## src/design/status_packer_defines.vh

```
`ifndef STATUS_PACKER_DEFINES_VH
`define STATUS_PACKER_DEFINES_VH

// Class-1 diagnostic word: overtravel shut-down flag
`define OVERTRAVEL_BIT      4'hD
// Class-2 diagnostic word: target-range warning position
`define TARGET_RANGE_BIT    4'h0
// Warning value bit inside the operation data
`define WARN_VALUE_BIT      4'h0
// Allocation list limits
`define ALLOC_MAX_ENTRIES   5'h10
`define ALLOC_MAX_BITNUM    6'h3F
// Reset values
`define STATUS_WORD_RESET   16'h0000
`define ALLOC_COUNT_RESET   5'h00

`endif

```

## src/design/alloc_list_mem.v

```verilog
`timescale 1ns/100ps
`default_nettype none

// Holds the bit-number allocation list; read data is registered
module alloc_list_mem #(
  parameter DEPTH  = 16,
  parameter AW     = 4,
  parameter DW     = 6
) (
  input  wire          core_clk,
  input  wire          wr_en,
  input  wire [AW-1:0] wr_addr,
  input  wire [DW-1:0] wr_data,
  input  wire [AW-1:0] rd_addr,
  output reg  [DW-1:0] rd_data
);

  reg [DW-1:0] mem [0:DEPTH-1];

  // Synchronous write and registered read
  always @(posedge core_clk) begin
    if (wr_en) begin
      mem[wr_addr] <= wr_data;
    end
    rd_data <= mem[rd_addr];
  end

endmodule

`default_nettype wire

```

## src/design/drive_status_bit_packer.v

```verilog
`timescale 1ns/100ps
`default_nettype none
`include "status_packer_defines.vh"

module drive_status_bit_packer #(
  parameter PW      = 32,
  parameter ENTRIES = 16,
  parameter AW      = 4
) (
  input  wire                 core_clk,
  input  wire                 rst,
  input  wire signed [PW-1:0] target_pos,
  input  wire signed [PW-1:0] actual_pos,
  input  wire signed [PW-1:0] pos_limit_hi,
  input  wire signed [PW-1:0] pos_limit_lo,
  input  wire [63:0]          op_data,
  input  wire                 list_clear,
  input  wire                 list_wr,
  input  wire [5:0]           list_bitnum,
  input  wire [3:0]           rt_bit_sel,
  output reg  [15:0]          class1_diag_word,
  output reg  [15:0]          class2_diag_word,
  output reg  [15:0]          warn_value,
  output reg  [15:0]          signal_status_word,
  output reg  [15:0]          rt_status,
  output reg  [4:0]           list_count,
  output wire                 list_wr_refused
);

  // The five status word outputs are each one word of this width; the packed status word has one bit per list slot
  localparam SW = 16;

  // Working copy of the allocation list; read in parallel by the packer
  reg  [5:0]    entry [0:ENTRIES-1];
  // Next values of the registered outputs
  reg  [4:0]    next_count;
  reg  [15:0]   next_class1;
  reg  [15:0]   next_class2;
  reg  [15:0]   next_warn;
  wire [15:0]   next_status;
  wire [15:0]   next_rt;
  // Limit comparison results
  wire          target_above;
  wire          target_below;
  wire          target_out;
  wire          actual_above;
  wire          actual_below;
  wire          actual_out;
  // List write qualification
  wire          list_full;
  wire          bitnum_ok;
  wire          wr_ok;
  wire          list_we;
  wire [AW-1:0] wr_slot;
  // Per-bit selector index
  genvar        g;

  // Target against both limits; equal to a limit still counts as inside
  assign target_above = (target_pos > pos_limit_hi);
  assign target_below = (target_pos < pos_limit_lo);
  assign target_out   = target_above || target_below;

  // Actual position against the same limits for the shut-down flag.
  // Limits set the wrong way round flag every position; keep hi above lo.
  assign actual_above = (actual_pos > pos_limit_hi);
  assign actual_below = (actual_pos < pos_limit_lo);
  assign actual_out   = actual_above || actual_below;

  // Appends stop at sixteen entries; a six-bit number can never exceed 63
  assign list_full       = (list_count >= `ALLOC_MAX_ENTRIES);
  assign bitnum_ok       = (list_bitnum <= `ALLOC_MAX_BITNUM);
  assign wr_ok           = list_wr && !list_clear && !list_full && bitnum_ok;

  // Refusal is combinational so the writer sees it in the same cycle
  assign list_wr_refused = list_wr && !wr_ok;

  // Reset blocks the storage write as well as the count
  assign list_we = wr_ok && !rst;
  assign wr_slot = list_count[AW-1:0];

  // Clear wins over an append in the same cycle;
  // a refused write leaves the count where it was
  always @* begin
    next_count = list_count;
    if (list_clear) begin
      next_count = `ALLOC_COUNT_RESET;
    end else if (wr_ok) begin
      next_count = list_count + 5'h01;
    end
  end

  // List length; synchronous reset empties the list
  always @(posedge core_clk) begin
    if (rst) begin
      list_count <= `ALLOC_COUNT_RESET;
    end else begin
      list_count <= next_count;
    end
  end

  // Entries are appended in order, so a slot's index is its destination bit
  always @(posedge core_clk) begin
    if (list_we) begin
      entry[wr_slot] <= list_bitnum;
    end
  end

  // Shadow copy of the list, read data left unconnected; the packer uses the working copy
  // because one registered read port cannot feed sixteen selectors at once
  alloc_list_mem #(
    .DEPTH (ENTRIES),
    .AW    (AW),
    .DW    (6)
  ) u_mem (
    .core_clk (core_clk),
    .wr_en    (list_we),
    .wr_addr  (wr_slot),
    .wr_data  (list_bitnum),
    .rd_addr  ({AW{1'b0}}),
    .rd_data  ()
  );

  // One selector per status bit: packed data bit and real-time routing
  generate
    for (g = 0; g < SW; g = g + 1) begin : gen_bit
      wire       in_list;
      wire [5:0] sel_bit;
      // Slots past the storage depth hold no entry and select bit 0
      if (g < ENTRIES) begin : gen_slot
        assign sel_bit = entry[g];
      end else begin : gen_none
        assign sel_bit = 6'h00;
      end
      // Slots at or above the list length read zero, not stale entries
      assign in_list        = (g < list_count);
      assign next_status[g] = in_list ? op_data[sel_bit] : 1'b0;
      // Warning routed to the selected real-time bit only
      assign next_rt[g]     = target_out && (rt_bit_sel == g);
    end
  endgenerate

  // Class-1 word: only the overtravel shut-down flag is defined here;
  // other class-1 causes belong to other blocks and read zero
  always @* begin
    next_class1                  = `STATUS_WORD_RESET;
    next_class1[`OVERTRAVEL_BIT] = actual_out;
  end

  // Class-2 word: the target-range warning sits at its own position;
  // other class-2 warnings are reported elsewhere
  always @* begin
    next_class2                    = `STATUS_WORD_RESET;
    next_class2[`TARGET_RANGE_BIT] = target_out;
  end

  // Operation-data value: bit 0 carries the warning, the rest stay zero
  // so that no undefined attribute bit ever leaks the warning
  always @* begin
    next_warn                  = `STATUS_WORD_RESET;
    next_warn[`WARN_VALUE_BIT] = target_out;
  end

  // Flag follows the position each cycle; latching is the controller's job
  always @(posedge core_clk) begin
    if (rst) begin
      class1_diag_word <= `STATUS_WORD_RESET;
    end else begin
      class1_diag_word <= next_class1;
    end
  end

  // Class-2 word register
  always @(posedge core_clk) begin
    if (rst) begin
      class2_diag_word <= `STATUS_WORD_RESET;
    end else begin
      class2_diag_word <= next_class2;
    end
  end

  // Operation-data warning value register
  always @(posedge core_clk) begin
    if (rst) begin
      warn_value <= `STATUS_WORD_RESET;
    end else begin
      warn_value <= next_warn;
    end
  end

  // Packed status word; a new entry shows one edge after it is appended.
  // Bits above the list length are zeroed by the selectors, not here.
  always @(posedge core_clk) begin
    if (rst) begin
      signal_status_word <= `STATUS_WORD_RESET;
    end else begin
      signal_status_word <= next_status;
    end
  end

  // Real-time status register; the selector may move every cycle.
  // Only one bit can be high, so a controller may OR it with others.
  always @(posedge core_clk) begin
    if (rst) begin
      rt_status <= `STATUS_WORD_RESET;
    end else begin
      rt_status <= next_rt;
    end
  end

endmodule

`default_nettype wire

```

## config.mk

```make
export PLATFORM = sky130hd
export DESIGN_NAME = drive_status_bit_packer
export DESIGN_NICKNAME = d
export VERILOG_FILES = /design/src/design/alloc_list_mem.v /design/src/design/drive_status_bit_packer.v
export VERILOG_INCLUDE_DIRS = /design/src /design/src/design
export SDC_FILE = /design/constraint.sdc
export NUM_CORES = 1
export LEC_CHECK = 0
export BUFFER_PORTS_ARGS = -buffer_cell sky130_fd_sc_hd__buf_2
export CAP_MARGIN = 20
export CORE_MARGIN = 3
export CORE_UTILIZATION = 26
export CTS_CLUSTER_DIAMETER = 80
export CTS_CLUSTER_SIZE = 28
export DETAILED_ROUTE_END_ITERATION = 10
export GPL_ROUTABILITY_DRIVEN = 0
export PLACE_DENSITY_LB_ADDON = 0.1
export RECOVER_POWER = 100
export SETUP_SLACK_MARGIN = 0.1
export SYNTH_ARGS = -nofsm -noshare
export SYNTH_HDL_FRONTEND = slang
export SYNTH_SLANG_ARGS = --single-unit
```

## constraint.sdc

```tcl
create_clock -name core_clk -period 3.7 [get_ports core_clk]
set_input_delay 0.74 -clock core_clk [delete_from_list [all_inputs] [get_ports core_clk]]
set_output_delay 0.74 -clock core_clk [all_outputs]
set_load 0.005 [all_outputs]
```

==> reports/qor.yml <==
status:
  status: "complete, no violations"
hold_path:
  hold_class: "input port to flip-flop"
critical_path:
  crit_required_ns: 4.01
  startpoint_type: "input port"
  critical_path_class: "input port to flip-flop"
  worstPathArrival_ns: 3.29
  setup.worst_path.end_class: "flip-flop"
  worstPathMaxFanout: 7
timing:
  slew_headroom_pct: 4.22
  finalHoldViolCount: 0
  tns_ns: 0
  tightestPinTransition_ns: 1.44
  min_period_ns: 2.98
  fin_skew_ns: 0.0119
  rsz0062_at_grt: "no"
  fin_crit_sh_pct: 80.6
  fmax_ghz: 0.335
  finalSetupViolCount: 0
  maxSlewViolCount: 0
finish:
  drive_gt1_share_pct: 44.5
  layout.nets: 1655
  fin_util_pct: 30.1
  syn2layout_area_growth_pct: 13.2
floorplanning:
  die_h_um: 253
  dieArea_um2: 63900
  start_util_pct: 26.5
  ios: 292
  die_w_um: 253
  core.rowCount: 89
  core_um2: 59700
clocking:
  cts_resized: 0
  cts_max_level: 4
  cts.clk_slew.worst_paths_ns: 0.06
  ctsHoldBuffers: 0
  clk_path_buf_depth: 2
  worst_skew_pair.late_latency_ns: 0.44
  cts.sinks: 135
  cts_tree: "yes"
  numCtsBuffers: 17
  post_cts_buffers: 0
  root_buffer: "clkbuf_16"
global_routing:
  grt_antenna_before_repair: 7
  overflow: 0
  grt_max_degree: 22
  grt_usage_pct: 19.5
  grt_pass1_wl_um: 90500
  grt_pass1_vias: 12400
drt:
  vias: 12200
  firstDrtPassIters: 5
  avgRoutedWirePerCell_um: 29.8
  drt-initial-drc-count: 1251
  antenna_left: 0
  post-route-drc-count: 0
  routed_wl_um: 62900
  via_per_inst: 5.77
logic_synthesis:
  ys.flop_type: "edfxtp_1"
  synth_async_sr_flop_share_pct: 0
  syn_area_um2: 15800
  synth_edf_count: 96
  synthTopCellsByCount: "mux4_2, ha_1, edfxtp_1, clkbuf_1, inv_1"
  synth_most_common_cell: "mux4_2"
  syn_avg_cell_area_um2: 13.6
  ys.warnings.count: 0
  netlist_instances: 1163
  seq_area_frac_synth_pct: 23.1
  ys_ff_latch: 135
  yosys.area.top_type: "mux4_2"
  synthDistinctLibCells: 51
  synthTopCellsByArea: "mux4_2, edfxtp_1, ha_1, dfxtp_1, buf_4"
  synth_top_area_share_pct: 47.8
power:
  leakagePower_nw: 6.79
  irDropWorstVdd_mv: 0.224
  power_density_nw_per_um2: 254
  power.total_mw: 4.56
flow_run:
  drv_cap: 0
placement:
  io_buffer_count: 246
  dpl.hpwl_um: 46600
-- per-stage QoR --
| step | hold slack (ns) | cell area [µm²] | worst slack [ns] | cells |
|---|---|---|---|---|
| after floorplan | 0.596 | 16000 | 0.719 | 1207 |
| after global placement | 0.665 | 17500 | 0.431 | 2073 |
| after detailed placement | 0.665 | 17500 | 0.383 | 2073 |
| after CTS | 0.509 | 18100 | 0.847 | 2105 |
| after global routing | 0.537 | 17900 | 0.548 | 2105 |
| final | 0.536 | 17900 | 0.718 | 2106 |
-- state kept, by name, summed over array words and instances (netlist names) --
signal / cells
entry: 96
rt_status: 16
signal_status_word: 16
list_count: 5
class1_diag_word: 1
warn_value: 1
-- power breakdown --
group	internal, mW	switching [mW]
Combinational	0.511	0.634
Clock	1.05	0.726
Sequential	1.63	0.0119
-- cells by family (layout without fill, tap and decap cells) --
kind of cell,count (synthesis),after routing,share of synthesized area (%)
mux,336,336,47.8
buf+inv,258,383,7.98
simple gates,174,174,5.66
flops,135,135,23.1
fa+ha+maj,130,130,10.3
compound gates,126,126,5.03
xor+xnor,3,3,0.166
other cells,1,46,0.0237
-- path summary, 6_finish.rpt --
kind / to / startpoint / depth (start not counted) / slack, ns
max: rt_status[15] / pos_limit_lo[21] / 11 / 0.72
min: rt_status[12] / rt_bit_sel[1] / 2 / 0.54
max reg2reg: signal_status_word[3] / entry[3][0] / 5 / 0.91
min reg2reg: signal_status_word[9] / entry[9][5] / 2 / 0.67
-- worst max-delay path, stage by stage --
cell and delay [ns]:
buf_2 0.09, inv_1 0.08, ha_1 0.25, a211oi_1 0.31
o21ai_0 0.15, a2111oi_0 0.36, o22ai_1 0.20, or3b_1 0.38
a32oi_1 0.32, clkbuf_1 0.30, nor3_1 0.10
-- metal layers --
layer  up-vias  wire (µm)  track usage [%]
met4         4        727             3.84
met2       611      29800             31.6
met5         -         26                0
met1      6434      26600             26.5
met3        53       5650             4.92
li1       5053          -                -
-- layout make-up --
| class | count | area [µm²] |
|---|---|---|
| diodes | 1 | 2.50 |
| clock inverters | 13 | 156 |
| fillers | 6048 | 41700 |
| repair buffers | 277 | 1360 |
| multi-input cells | 814 | 11100 |
| flip-flops and latches | 135 | 3660 |
| inverters | 74 | 278 |
| clock buffers | 19 | 453 |
| well taps | 773 | 967 |
-- placed cells by master, fill, tap and decap left out, drive strengths merged, types with 37 or more instances in the layout --
master	n
inv	83
mux4	336
edfxtp	96
ha	130
a21oi	57
nand2	40
dfxtp	39
nor2	37
conb	45
clkbuf	74
buf	222
Power figures use the tool's default switching activity.
